## src/common/ipr_pkg.sv

```systemverilog
// shared constants, source tables and carrier types of the priority resolver
package ipr_pkg;

  // ---------------------------------------------------------------
  // widths and counts
  // ---------------------------------------------------------------
  localparam int NSRC = 28;
  localparam int NREG = 6;
  localparam int LVL_W = 5;
  localparam int PRIO_W = 4;
  localparam int CODE_W = 12;
  localparam int SRC_W = 5;
  localparam int REG_W = 16;
  localparam int RSEL_W = 3;
  localparam int FSEL_W = 2;
  localparam int NPERI = 17;
  localparam int NIRQ = 6;
  localparam int NPINT = 16;
  localparam int IRL_W = 4;
  localparam int PORT_PIN_INTERRUPT_GRP = 8;

  // ---------------------------------------------------------------
  // levels and fixed codes
  // ---------------------------------------------------------------
  localparam logic [LVL_W-1:0] LVL_NMI = 5'h10;
  localparam logic [LVL_W-1:0] LVL_DBG = 5'h0f;
  localparam logic [LVL_W-1:0] LVL_MASKED = 5'h00;
  localparam logic [IRL_W-1:0] IRL_NONE = 4'hf;
  localparam logic [CODE_W-1:0] CODE_IRL_BASE = 12'h200;
  localparam int CODE_STEP_SHIFT = 5;
  localparam logic [REG_W-1:0] PRIO_RST = 16'h0000;

  // ---------------------------------------------------------------
  // source indices, in default tie-break order (0 wins)
  // ---------------------------------------------------------------
  localparam int SRC_NMI = 0;
  localparam int SRC_DBG = 1;
  localparam int SRC_IRL = 2;
  localparam int SRC_EXT_REQUEST_PIN_0 = 3;
  localparam int SRC_PORT_PIN_INTERRUPT_LO = 9;
  localparam int SRC_PORT_PIN_INTERRUPT_HI = 10;
  localparam int SRC_PERI0 = 11;

  // setting register indices
  localparam logic [RSEL_W-1:0] REG_C = 3'h0;
  localparam logic [RSEL_W-1:0] REG_D = 3'h1;
  localparam logic [RSEL_W-1:0] REG_E = 3'h2;
  localparam logic [RSEL_W-1:0] REG_F = 3'h3;
  localparam logic [RSEL_W-1:0] REG_G = 3'h4;
  localparam logic [RSEL_W-1:0] REG_H = 3'h5;

  // event code per source
  localparam logic [CODE_W-1:0] SRC_CODE [NSRC] = '{
    12'h1c0, 12'h5e0, 12'h200,
    12'h600, 12'h620, 12'h640, 12'h660, 12'h680, 12'h6a0,
    12'h700, 12'h720,
    12'h800, 12'h820, 12'h840, 12'h860,
    12'h880, 12'h8a0, 12'h8e0,
    12'h900, 12'h920, 12'h960,
    12'h980, 12'ha20, 12'ha40,
    12'hc00, 12'hc20, 12'hc80, 12'hca0};

  // setting register and field (0 = bits 3..0 ... 3 = bits 15..12)
  localparam logic [RSEL_W-1:0] SRC_REG [NSRC] = '{
    REG_C, REG_C, REG_C,
    REG_C, REG_C, REG_C, REG_C, REG_D, REG_D,
    REG_D, REG_D,
    REG_E, REG_E, REG_E, REG_E,
    REG_E, REG_E, REG_E,
    REG_E, REG_E, REG_E,
    REG_E, REG_F, REG_F,
    REG_G, REG_G, REG_H, REG_H};
  localparam logic [FSEL_W-1:0] SRC_FLD [NSRC] = '{
    2'h0, 2'h0, 2'h0,
    2'h0, 2'h1, 2'h2, 2'h3, 2'h0, 2'h1,
    2'h3, 2'h2,
    2'h3, 2'h3, 2'h3, 2'h3,
    2'h2, 2'h2, 2'h2,
    2'h1, 2'h1, 2'h1,
    2'h0, 2'h1, 2'h1,
    2'h3, 2'h2, 2'h3, 2'h2};

  // ---------------------------------------------------------------
  // carriers and states
  // ---------------------------------------------------------------
  typedef struct packed {
    logic req;
    logic [LVL_W-1:0] level;
    logic [SRC_W-1:0] src;
    logic [CODE_W-1:0] code;
  } ipr_cand_t;

  typedef struct packed {
    logic en;
    logic [RSEL_W-1:0] sel;
    logic [REG_W-1:0] data;
  } ipr_prio_wr_t;

  typedef enum logic [1:0] {
    ST_IDLE = 2'b00,
    ST_OFFER = 2'b01,
    ST_TAKEN = 2'b11
  } ipr_state_t;

endpackage : ipr_pkg

```

## src/rtl/ipr_sync.sv

```systemverilog
// two-flop synchroniser for pin inputs
`timescale 1ns/1ns
module ipr_sync #(
  parameter int W = 1
) (
  input wire logic i_clk,
  input wire logic i_rst_n,
  input wire logic [W-1:0] i_async,
  output logic [W-1:0] o_sync
);

  logic [W-1:0] meta_ff;
  logic [W-1:0] sync_ff;

  // meta_ff feeds sync_ff only
  always_ff @(posedge i_clk or negedge i_rst_n) begin
    if (!i_rst_n) begin
      meta_ff <= '0;
      sync_ff <= '0;
    end else begin
      meta_ff <= i_async;
      sync_ff <= meta_ff;
    end
  end

  assign o_sync = sync_ff;

endmodule : ipr_sync

```

## src/rtl/ipr_arb.sv

```systemverilog
// combinational highest-level pick with fixed index tie-break
`timescale 1ns/1ns
module ipr_arb #(
  parameter int N = ipr_pkg::NSRC
) (
  input wire logic [N-1:0] i_req,
  input wire logic [N-1:0][ipr_pkg::LVL_W-1:0] i_level,
  output logic o_valid,
  output logic [ipr_pkg::SRC_W-1:0] o_idx,
  output logic [ipr_pkg::LVL_W-1:0] o_level
);

  always_comb begin
    o_valid = 1'b0;
    o_idx = '0;
    o_level = ipr_pkg::LVL_MASKED;
    for (int i = 0; i < N; i++) begin
      if (i_req[i] && (i_level[i] != ipr_pkg::LVL_MASKED) && (i_level[i] > o_level)) begin
        o_valid = 1'b1;
        o_idx = ipr_pkg::SRC_W'(i);
        o_level = i_level[i];
      end
    end
  end

endmodule : ipr_arb

```

## src/rtl/ipr_top.sv

```systemverilog
// interrupt priority resolver: source ranking and event code latching
`timescale 1ns/1ns
module ipr_top (
  input wire logic i_clk,
  input wire logic i_rst_n,
  input wire logic i_nmi,
  input wire logic i_dbg_req,
  input wire logic [ipr_pkg::IRL_W-1:0] i_irl_n,
  input wire logic [ipr_pkg::NIRQ-1:0] i_irq,
  input wire logic [ipr_pkg::NPINT-1:0] i_port_pin_interrupt,
  input wire logic [ipr_pkg::NPERI-1:0] i_periph,
  input wire ipr_pkg::ipr_prio_wr_t i_prio_wr,
  input wire logic [ipr_pkg::RSEL_W-1:0] i_prio_rd_sel,
  input wire logic i_core_ack,
  output logic o_int_req,
  output logic [ipr_pkg::LVL_W-1:0] o_int_level,
  output logic [ipr_pkg::SRC_W-1:0] o_int_src,
  output logic [ipr_pkg::CODE_W-1:0] o_evt_a,
  output logic [ipr_pkg::CODE_W-1:0] o_evt_b,
  output logic o_accept,
  output logic [ipr_pkg::REG_W-1:0] o_prio_rd_data
);

  // ---------------------------------------------------------------
  // pin synchronisers
  // ---------------------------------------------------------------
  localparam int PIN_W = 1 + ipr_pkg::IRL_W + ipr_pkg::NIRQ + ipr_pkg::NPINT;

  logic [PIN_W-1:0] pins_s;
  logic nmi_s;
  logic [ipr_pkg::IRL_W-1:0] irl_inv_s;
  logic [ipr_pkg::IRL_W-1:0] irl_s;
  logic [ipr_pkg::NIRQ-1:0] irq_s;
  logic [ipr_pkg::NPINT-1:0] port_pin_interrupt_s;

  // encoded pins idle high: inverted through the synchroniser so that
  // its cleared reset state reads as idle, not as a level-15 request
  ipr_sync #(
    .W(PIN_W)
  ) u_pin_sync (
    .i_clk(i_clk),
    .i_rst_n(i_rst_n),
    .i_async({i_nmi, ~i_irl_n, i_irq, i_port_pin_interrupt}),
    .o_sync(pins_s)
  );

  assign {nmi_s, irl_inv_s, irq_s, port_pin_interrupt_s} = pins_s;
  assign irl_s = ~irl_inv_s;

  // ---------------------------------------------------------------
  // state and shared declarations
  // ---------------------------------------------------------------
  ipr_pkg::ipr_state_t state_ff;
  ipr_pkg::ipr_state_t nxt_state;
  ipr_pkg::ipr_cand_t cand_ff;
  ipr_pkg::ipr_cand_t nxt_cand;
  logic [ipr_pkg::REG_W-1:0] prio_ff [ipr_pkg::NREG];
  logic nmi_prev_ff;
  logic nmi_pend_ff;
  logic [ipr_pkg::IRL_W-1:0] irl_prev_ff;
  logic [ipr_pkg::IRL_W-1:0] irl_ff;
  logic take;
  logic nmi_taken;
  logic [ipr_pkg::NSRC-1:0] req;
  logic [ipr_pkg::NSRC-1:0][ipr_pkg::LVL_W-1:0] lvl;
  logic win_valid;
  logic [ipr_pkg::SRC_W-1:0] win_idx;
  logic [ipr_pkg::LVL_W-1:0] win_level;
  logic [ipr_pkg::CODE_W-1:0] irl_code;

  // a request counts as accepted only while it is on offer
  // an acknowledge with nothing on offer is dropped here
  assign take = i_core_ack && cand_ff.req;
  assign nmi_taken = take && (cand_ff.src == ipr_pkg::SRC_W'(ipr_pkg::SRC_NMI));

  // ---------------------------------------------------------------
  // priority setting registers
  // ---------------------------------------------------------------
  // reset clears levels
  always_ff @(posedge i_clk or negedge i_rst_n) begin
    if (!i_rst_n) begin
      for (int r = 0; r < ipr_pkg::NREG; r++) begin
        prio_ff[r] <= ipr_pkg::PRIO_RST;
      end
    end else if (i_prio_wr.en && (i_prio_wr.sel < ipr_pkg::RSEL_W'(ipr_pkg::NREG))) begin
      prio_ff[i_prio_wr.sel] <= i_prio_wr.data;
    end
  end

  // readback of the stored levels; unused selects read zero
  always_ff @(posedge i_clk or negedge i_rst_n) begin
    if (!i_rst_n) begin
      o_prio_rd_data <= '0;
    end else if (i_prio_rd_sel < ipr_pkg::RSEL_W'(ipr_pkg::NREG)) begin
      o_prio_rd_data <= prio_ff[i_prio_rd_sel];
    end else begin
      o_prio_rd_data <= '0;
    end
  end

  // ---------------------------------------------------------------
  // non-maskable input edge capture
  // ---------------------------------------------------------------
  // previous sample resets low like the idle pin, so reset makes no edge
  always_ff @(posedge i_clk or negedge i_rst_n) begin
    if (!i_rst_n) begin
      nmi_prev_ff <= 1'b0;
    end else begin
      nmi_prev_ff <= nmi_s;
    end
  end

  // a fresh edge in the accept cycle stays pending: set beats clear
  always_ff @(posedge i_clk or negedge i_rst_n) begin
    if (!i_rst_n) begin
      nmi_pend_ff <= 1'b0;
    end else if (nmi_s && !nmi_prev_ff) begin
      nmi_pend_ff <= 1'b1;
    end else if (nmi_taken) begin
      nmi_pend_ff <= 1'b0;
    end
  end

  // ---------------------------------------------------------------
  // encoded level inputs with noise filter
  // ---------------------------------------------------------------
  // new value taken only after two equal samples
  always_ff @(posedge i_clk or negedge i_rst_n) begin
    if (!i_rst_n) begin
      irl_prev_ff <= ipr_pkg::IRL_NONE;
      irl_ff <= ipr_pkg::IRL_NONE;
    end else begin
      irl_prev_ff <= irl_s;
      if (irl_s == irl_prev_ff) begin
        irl_ff <= irl_s;
      end
    end
  end

  assign irl_code = ipr_pkg::CODE_IRL_BASE
                  + ipr_pkg::CODE_W'({irl_ff, ipr_pkg::CODE_STEP_SHIFT'(0)});

  // ---------------------------------------------------------------
  // per-source request and level
  // ---------------------------------------------------------------
  for (genvar i = 0; i < ipr_pkg::NSRC; i++) begin : g_src
    if (i == ipr_pkg::SRC_NMI) begin : g_nmi
      assign req[i] = nmi_pend_ff;
      assign lvl[i] = ipr_pkg::LVL_NMI;
    end else if (i == ipr_pkg::SRC_DBG) begin : g_dbg
      assign req[i] = i_dbg_req;
      assign lvl[i] = ipr_pkg::LVL_DBG;
    end else if (i == ipr_pkg::SRC_IRL) begin : g_irl
      assign req[i] = (irl_ff != ipr_pkg::IRL_NONE);
      assign lvl[i] = ipr_pkg::LVL_W'(ipr_pkg::IRL_NONE - irl_ff);
    end else begin : g_prog
      logic [ipr_pkg::REG_W-1:0] reg_val;
      assign reg_val = prio_ff[ipr_pkg::SRC_REG[i]];
      assign lvl[i] = {1'b0, reg_val[ipr_pkg::SRC_FLD[i]*ipr_pkg::PRIO_W +: ipr_pkg::PRIO_W]};
      if (i < ipr_pkg::SRC_PORT_PIN_INTERRUPT_LO) begin : g_irq
        assign req[i] = irq_s[i-ipr_pkg::SRC_EXT_REQUEST_PIN_0];
      end else if (i == ipr_pkg::SRC_PORT_PIN_INTERRUPT_LO) begin : g_plo
        assign req[i] = |port_pin_interrupt_s[ipr_pkg::PORT_PIN_INTERRUPT_GRP-1:0];
      end else if (i == ipr_pkg::SRC_PORT_PIN_INTERRUPT_HI) begin : g_phi
        assign req[i] = |port_pin_interrupt_s[ipr_pkg::NPINT-1:ipr_pkg::PORT_PIN_INTERRUPT_GRP];
      end else begin : g_peri
        assign req[i] = i_periph[i-ipr_pkg::SRC_PERI0];
      end
    end
  end

  // ---------------------------------------------------------------
  // arbitration
  // ---------------------------------------------------------------
  // index order is default order
  // sources sharing one field sit at neighbouring indices in listed order
  ipr_arb #(
    .N(ipr_pkg::NSRC)
  ) u_arb (
    .i_req(req),
    .i_level(lvl),
    .o_valid(win_valid),
    .o_idx(win_idx),
    .o_level(win_level)
  );

  // ---------------------------------------------------------------
  // offer state machine
  // ---------------------------------------------------------------
  // two quiet cycles after an accept let the taken source drop first
  // pin sources arrive two to four cycles late, so one just served can be
  // offered again; handlers must clear such a request at its source
  always_comb begin
    nxt_state = state_ff;
    case (state_ff)
      ipr_pkg::ST_IDLE: begin
        if (win_valid) begin
          nxt_state = ipr_pkg::ST_OFFER;
        end
      end
      ipr_pkg::ST_OFFER: begin
        if (take) begin
          nxt_state = ipr_pkg::ST_TAKEN;
        end else if (!win_valid) begin
          nxt_state = ipr_pkg::ST_IDLE;
        end
      end
      ipr_pkg::ST_TAKEN: begin
        nxt_state = ipr_pkg::ST_IDLE;
      end
      default: begin
        nxt_state = ipr_pkg::ST_IDLE;
      end
    endcase
  end

  always_ff @(posedge i_clk or negedge i_rst_n) begin
    if (!i_rst_n) begin
      state_ff <= ipr_pkg::ST_IDLE;
    end else begin
      state_ff <= nxt_state;
    end
  end

  // ---------------------------------------------------------------
  // presented candidate
  // ---------------------------------------------------------------
  // only the winner is offered
  always_comb begin
    nxt_cand = '0;
    if (nxt_state == ipr_pkg::ST_OFFER) begin
      nxt_cand.req = 1'b1;
      nxt_cand.level = win_level;
      nxt_cand.src = win_idx;
      nxt_cand.code = (win_idx == ipr_pkg::SRC_W'(ipr_pkg::SRC_IRL)) ?
                      irl_code : ipr_pkg::SRC_CODE[win_idx];
    end
  end

  always_ff @(posedge i_clk or negedge i_rst_n) begin
    if (!i_rst_n) begin
      cand_ff <= '0;
    end else begin
      cand_ff <= nxt_cand;
    end
  end

  assign o_int_req = cand_ff.req;
  assign o_int_level = cand_ff.level;
  assign o_int_src = cand_ff.src;

  // ---------------------------------------------------------------
  // event code registers
  // ---------------------------------------------------------------
  // same code into both registers
  // code is the only source identity
  // no mask bit output at all
  // encoded source gets its level code in both registers
  always_ff @(posedge i_clk or negedge i_rst_n) begin
    if (!i_rst_n) begin
      o_evt_a <= '0;
      o_evt_b <= '0;
    end else if (take) begin
      o_evt_a <= cand_ff.code;
      o_evt_b <= cand_ff.code;
    end
  end

  always_ff @(posedge i_clk or negedge i_rst_n) begin
    if (!i_rst_n) begin
      o_accept <= 1'b0;
    end else begin
      o_accept <= take;
    end
  end

endmodule : ipr_top

```

## config.mk

```make
export PLATFORM = sky130hd
export DESIGN_NAME = ipr_top
export DESIGN_NICKNAME = d
export VERILOG_FILES = /design/src/common/ipr_pkg.sv /design/src/rtl/ipr_sync.sv /design/src/rtl/ipr_arb.sv /design/src/rtl/ipr_top.sv
export SDC_FILE = /design/constraint.sdc
export NUM_CORES = 1
export LEC_CHECK = 0
export BUFFER_PORTS_ARGS = -buffer_cell sky130_fd_sc_hd__buf_4
export CORE_MARGIN = 2
export CORE_UTILIZATION = 25
export CTS_CLUSTER_DIAMETER = 120
export DETAILED_ROUTE_END_ITERATION = 12
export GPL_TIMING_DRIVEN = 0
export PLACE_DENSITY_LB_ADDON = 0.25
export SLEW_MARGIN = 20
export SYNTH_ARGS = -nofsm -noshare
export SYNTH_HDL_FRONTEND = slang
export SYNTH_SLANG_ARGS = --single-unit
```

## constraint.sdc

```tcl
create_clock -name i_clk -period 117.5 [get_ports i_clk]
set_clock_uncertainty 0.1 [all_clocks]
set_input_delay 5.875 -clock i_clk [delete_from_list [all_inputs] [get_ports i_clk]]
set_output_delay 5.875 -clock i_clk [all_outputs]
set_load 0.01 [all_outputs]
```

==> results.ini, run 1 <==
[run_status]
status = completed

[worst_setup_path]
worstSetupPathType = input port to register
slowest_delay_ns = 0.77
crit_path_start_kind = input port
r2r-start = nmi_pend_ff$_DFFE_PN0P_
reg2reg_slack_ns = 68.38
r2r_end = cand_ff[7]$_DFF_PN0_
worst_ep_required_time_ns = 117.85
worst-endpoint-arrival_ns = 53.22
path_common_cell = ha_1
worstPathMaxFanout = 10
end_kind = register
crit_slowest_cell = a2111oi_0
rr_worst_depth = 231

[timing]
worstMarginPinSlew_ns = 0.921
hold_violations = 0
slew_headroom_pct = 37.0
slew_viol_final = 0
layout_worst_path_cycle_share_pct = 45.0
fin_setup_tns_ns = 0
max_freq_ghz = 0.0189
setup_viol = 0
rsz0062_at_grt = false
finalWorstPathRequiredPeriod_ns = 52.87

[logic_synthesis]
ys_ff_latch = 204
syn_avg_cell_area_sq_um = 9.54
synthTopCellsByArea = dfrtp_1 36%, mux2_2 9.5%, ha_1 8.0%
ys.flop_type = dfrtp_1
yosysSeqAreaShare_pct = 37.0
postSynthCellCount = 1448
ys_types = 110
yosys.area.top_type = dfrtp_1
synth_area_sq_um = 13800
synth-edff-count = 0
synth_top_area_share_pct = 35.5
yosys_warnings = 0
async_reset_ff_share_pct = 100

[layout]
antenna_cells = 0
drive_gt1_share_pct = 23.6
layout_commonest_cell = dfrtp_1
area_delta_synth_final_pct = 19.5
layout.nets = 1756
most-common-layout-cells = 196 x dfrtp_1, 137 x buf_4, 133 x nand2_1, 126 x inv_1, 116 x mux2_2
nFillCells = 5760

[route]
drc = 0
drt_first_pass_iters = 5
vias_per_cell = 5.03
wl_per_cell_microns = 18.5
routed_wl_microns = 42900
vias = 11680
ant_nets = 0
drtIter0Drc = 778

[job]
drv_cap = 0

[placement]
dp_hpwl_microns = 33800
gp_congestion = 0.855
numPortBuffers = 109

[clocking]
ctsHtreeMaxLevel = 1
cts_sinks = 204
ctsHoldBuffers = 0
cts_tree = built
clk_path_buf_depth = 3
numCtsBuffers = 26
postCtsResizedCells = 0
cts.reportedPaths.clkPinSlew_ns = 0.06
post_cts_buffers = 0
clk_latency_ns = 0.56
root_buffer = clkbuf_16

[floorplanning]
dieArea_sq_um = 57100
die_h_microns = 239
pin_count = 123
core_area_sq_um = 54900
start_util_pct = 25.2
die_w_microns = 239
row_count = 86

[worst_hold_path]
hold_depth = 0
hp-start = u_pin_sync.meta_ff[18]$_DFF_PN0_
holdPathEnd = u_pin_sync.o_sync[18]$_DFF_PN0_
worst_hold_path_type = register to register

[global_routing]
grt_max_degree = 86
grt_use_met2_pct = 23.8
met1_usage_pct = 20.2
grt_pass1_vias = 11276
groute.layer.met3.usage_pct = 2.16
antenna_found_initial = 3
grt_pass1_wl_microns = 65600
grt-busiest-layer = met2
gr-total-overflow = 0
track_usage_pct = 14.7

==> cell type report <==
type	instances	area, sq um	share of cell area (%)
flip-flops and latches	204	5110	31.0
clock inverters	10	97.6	0.591
well taps	704	881	5.34
inverters	127	477	2.89
multi-input cells	1045	7820	47.4
clock buffers	37	783	4.75
repair buffers	112	888	5.38
plain buffers	81	444	2.69
==> worst max-delay path by stage <==
stage / slack (ns) / from / endpoint / cells after the start
detailed placement: 64.66 / i_dbg_req / cand_ff[5]$_DFF_PN0_ / 232
floorplan: 71.94 / i_dbg_req / cand_ff[5]$_DFF_PN0_ / 224
finish: 64.63 / i_dbg_req / cand_ff[7]$_DFF_PN0_ / 230
global placement: 65.14 / i_dbg_req / cand_ff[7]$_DFF_PN0_ / 231
global route: 60.37 / i_dbg_req / cand_ff[7]$_DFF_PN0_ / 235
CTS: 65.00 / i_dbg_req / cand_ff[5]$_DFF_PN0_ / 230
==> Yosys cell counts (8+ instances only) <==
cell type,number
nand2b_1,14
or3_1,8
ha_1,88
buf_4,28
nor4_1,21
o22ai_1,21
nand3_1,28
nand4_1,13
mux4_2,16
o21ai_0,83
a21oi_1,70
xnor2_1,10
mux2_2,116
nor3_1,22
o211ai_1,9
clkbuf_1,40
mux2i_1,33
dfrtp_1,196
nand2_1,133
inv_1,126
dfstp_2,8
nor2_1,104
and3_1,11
and2_1,12
or2_2,8
a211oi_1,8
nand3b_1,10
a31oi_1,13
o31ai_1,8
==> metrics by stage <==
| stage | worst slack, ns | hold WS (ns) | cell area [sq um] | std cells | util (%) |
|---|---|---|---|---|---|
| after global placement | 65.14 | 0.232 | 15500 | 2270 | 28.3 |
| after global routing | 60.37 | 0.252 | 16500 | 2320 | 30.1 |
| after detailed placement | 64.66 | 0.235 | 15600 | 2273 | 28.5 |
| final | 64.63 | 0.245 | 16500 | 2320 | 30.1 |
| after CTS | 65.00 | 0.247 | 16500 | 2320 | 30.1 |
| after floorplan | 71.94 | 0.231 | 13800 | 1457 | - |
==> logic make-up (layout without fill, tap and decap cells) <==
group	after synthesis	after routing	share of synthesized area [%]
AND/OR/NAND/NOR	437	437	16.1
adder cells (fa/ha/maj)	91	91	8.19
other	1	10	0.0272
buffers and inverters	208	367	6.67
AO/OA/AOI/OAI	325	325	16.4
multiplexers	168	168	14.7
flip-flops	204	204	37.0
XOR/XNOR	14	14	0.888
==> state kept, by name (all words and copies together), names as in the netlist, 4 cells and up <==
name	flops
u_pin_sync.o_sync	27
cand_ff	7
o_int_level	5
o_evt_b	7
u_pin_sync.meta_ff	27
o_int_src	5
o_prio_rd_data	16
g_src.g_prog.reg_val	96
irl_prev_ff	4
irl_ff	4
==> per-layer routing <==
metal / wire length (microns) / vias to the layer above
li1: - / 5518
met1: 19700 / 5794
met2: 19700 / 305
met3: 2240 / 63
met4: 1160 / 0
met5: 0 / -
==> critical path: cells and delay by family <==
kind / cells / cell delay, ns
muxes: 20 / 6.82
and+or+nand+nor: 83 / 13.62
adders and majority gates: 27 / 7.44
buffers and inverters: 29 / 3.37
AOI/OAI and AO/OA: 71 / 16.01
Power of run 1 is not shown: default switching activity piles up to over one toggle a cycle in this logic, so the estimate is an artifact.
==> inputs of run 2 (changes only) <==
==> constraint.sdc (replaced) <==
create_clock -name i_clk -period 46.2 [get_ports i_clk]
set_clock_uncertainty 0.1 [all_clocks]
set_input_delay 2.31 -clock i_clk [delete_from_list [all_inputs] [get_ports i_clk]]
set_output_delay 2.31 -clock i_clk [all_outputs]
set_load 0.01 [all_outputs]
==> run 2 against run 1 <==
Compared with the run above: critical path depth is 7 lower; wire length grew 1.9%; final area rose by 3.8%; final cell count grew 1.3%; sequential share of layout area shrank 1.1 points; setup slack got worse by 62 ns; flip-flop and latch count did not move; via count grew 1.3%; global-route usage about the same; non-clock buffer count rose by 30; first-iteration DRC count is 6.2% lower; worst hold slack hardly changed.
==> results.ini, run 2 (same netlist as run 1, synthesis figures left out) <==
[route]
drt_first_pass_iters = 5  ; unchanged
ant_nets = 0  ; unchanged
vias_per_cell = 5.03  ; about the same
drtIter0Drc = 730  ; -6.2%
wl_per_cell_microns = 18.6  ; +0.58%
drc = 0  ; unchanged
routed_wl_microns = 43700  ; +1.9%
vias = 11826  ; +1.3%

[layout]
area_delta_synth_final_pct = 24.0
layout.nets = 1786  ; +1.7%
largest_reg_flops = 96  ; unchanged
antenna_cells = 0  ; unchanged
layout_commonest_cell = dfrtp_1
most-common-layout-cells = 196 x dfrtp_1, 171 x buf_4, 130 x nand2_1, 125 x inv_1, 116 x mux2_2
drive_gt1_share_pct = 29.0  ; +5.4 points
utilization_pct = 31.2  ; +1.1 points

[placement]
gp_congestion = 0.855  ; unchanged
preCtsSetupSlack_ns = -3.08  ; -67.74 ns
numPortBuffers = 109  ; unchanged
dp_hpwl_microns = 33800  ; unchanged

[worst_setup_path]
worstSetupPathType = input port to register
slowest_delay_ns = 0.46  ; -0.31 ns
worst-endpoint-arrival_ns = 44.22  ; -9.00 ns
end_kind = register
worst_ep_required_time_ns = 46.55  ; -71.30 ns
crit_slowest_cell = or3_4
worstPathMaxFanout = 10  ; unchanged
path_common_cell = ha_1
crit_path_start_kind = input port

[clocking]
cts.reportedPaths.clkPinSlew_ns = 0.06  ; about the same
clk_latency_ns = 0.56  ; about the same
clk_path_buf_depth = 3  ; unchanged
numCtsBuffers = 26  ; unchanged
root_buffer = clkbuf_16
cts_sinks = 204  ; unchanged
ctsHtreeMaxLevel = 1  ; unchanged
cts_tree = built

[job]
drv_cap = 0  ; unchanged

[timing]
layout_worst_path_cycle_share_pct = 95.0
finalWorstPathRequiredPeriod_ns = 43.88
hold_violations = 0  ; unchanged
setup_ws_ns = 2.32  ; -62.31 ns
max_freq_ghz = 0.0228
setup_viol = 0  ; unchanged
hold_ws_ns = 0.245  ; +0.00000400 ns
slew_viol_final = 0  ; unchanged
slew_headroom_pct = 38.5  ; +1.5 points
worstMarginPinSlew_ns = 0.914  ; -0.00682 ns

[floorplanning]
core_area_sq_um = 54900  ; unchanged
pin_count = 123  ; unchanged
row_count = 86  ; unchanged
start_util_pct = 25.2  ; unchanged
die_w_microns = 239  ; unchanged
dieArea_sq_um = 57100  ; unchanged
die_h_microns = 239  ; unchanged

[global_routing]
met1_usage_pct = 20.1  ; -0.13 points
track_usage_pct = 14.8  ; +0.030 points
groute.layer.met3.usage_pct = 2.38  ; +0.22 points
grt_max_degree = 86  ; unchanged
grt_pass1_vias = 11305  ; +0.26%
grt-busiest-layer = met2
grt_use_met2_pct = 23.7  ; -0.11 points
antenna_found_initial = 3  ; unchanged
gr-total-overflow = 0  ; unchanged
grt_pass1_wl_microns = 65700  ; +0.19%

[run_status]
status = completed

[worst_hold_path]
worst_hold_path_type = register to register

==> run 2: repair_timing <==
item                                    4_1_cts  5_1_grt
endpoints found under the setup margin       19       19
buffers inserted                              5       29
cloned                                        0        0
hold buffers                                  0        0
endpoints found under the hold margin         0        0
resized for setup                            20       71
pin swaps                                     4       22
==> run 2: final timing paths <==
check / start / endpoint / slack [ns] / depth (start not counted)
max: i_dbg_req / cand_ff[5]$_DFF_PN0_ / 2.32 / 223
min: u_pin_sync.meta_ff[18]$_DFF_PN0_ / u_pin_sync.o_sync[18]$_DFF_PN0_ / 0.25 / 0
max reg2reg: nmi_pend_ff$_DFFE_PN0P_ / cand_ff[5]$_DFF_PN0_ / 2.64 / 226
min reg2reg: u_pin_sync.meta_ff[18]$_DFF_PN0_ / u_pin_sync.o_sync[18]$_DFF_PN0_ / 0.25 / 0
max in group asynchronous: i_rst_n / u_pin_sync.meta_ff[18]$_DFF_PN0_ / 43.67 / 2
min in group asynchronous: i_rst_n / o_int_src[2]$_DFF_PN0_ / 1.56 / 1
==> run 2: worst max-delay path: cells and delay by family <==
| family | cells | cell delay, ns |
|---|---|---|
| AND/OR/NAND/NOR | 84 | 12.48 |
| AO/OA/AOI/OAI | 66 | 13.13 |
| adder cells (fa/ha/maj) | 27 | 7.55 |
| buffers and inverters | 25 | 2.10 |
| multiplexers | 21 | 6.59 |
==> run 2: area by class of cell <==
class                           instances  area [sq um]
Buffer                                 77           432
Clock buffer                           37           783
Clock inverter                         10          97.6
Fill cell                            5716         37700
Inverter                              127           477
Multi-Input combinational cell       1045          8200
Sequential cell                       204          5110
Tap cell                              704           881
Timing Repair Buffer                  146          1140
==> run 2: stage by stage <==
stage          TNS [ns]  instances  area (sq um)
2_1_floorplan         0       1457         13800
3_3_place_gp     -36.20       2270         15500
3_5_place_dp     -45.97       2273         15600
4_1_cts               0       2323         16600
5_1_grt           -1.16       2350         17100
6_report              0       2350         17100
==> run 2: metal layers <==
metal  vias to the layer above  routed length [microns]
met1                      5883                    19900
met4                         0                     1310
met2                       294                    20100
met5                         -                        0
met3                        67                     2310
li1                       5582                        -
Power of run 2 is left out for the same reason.
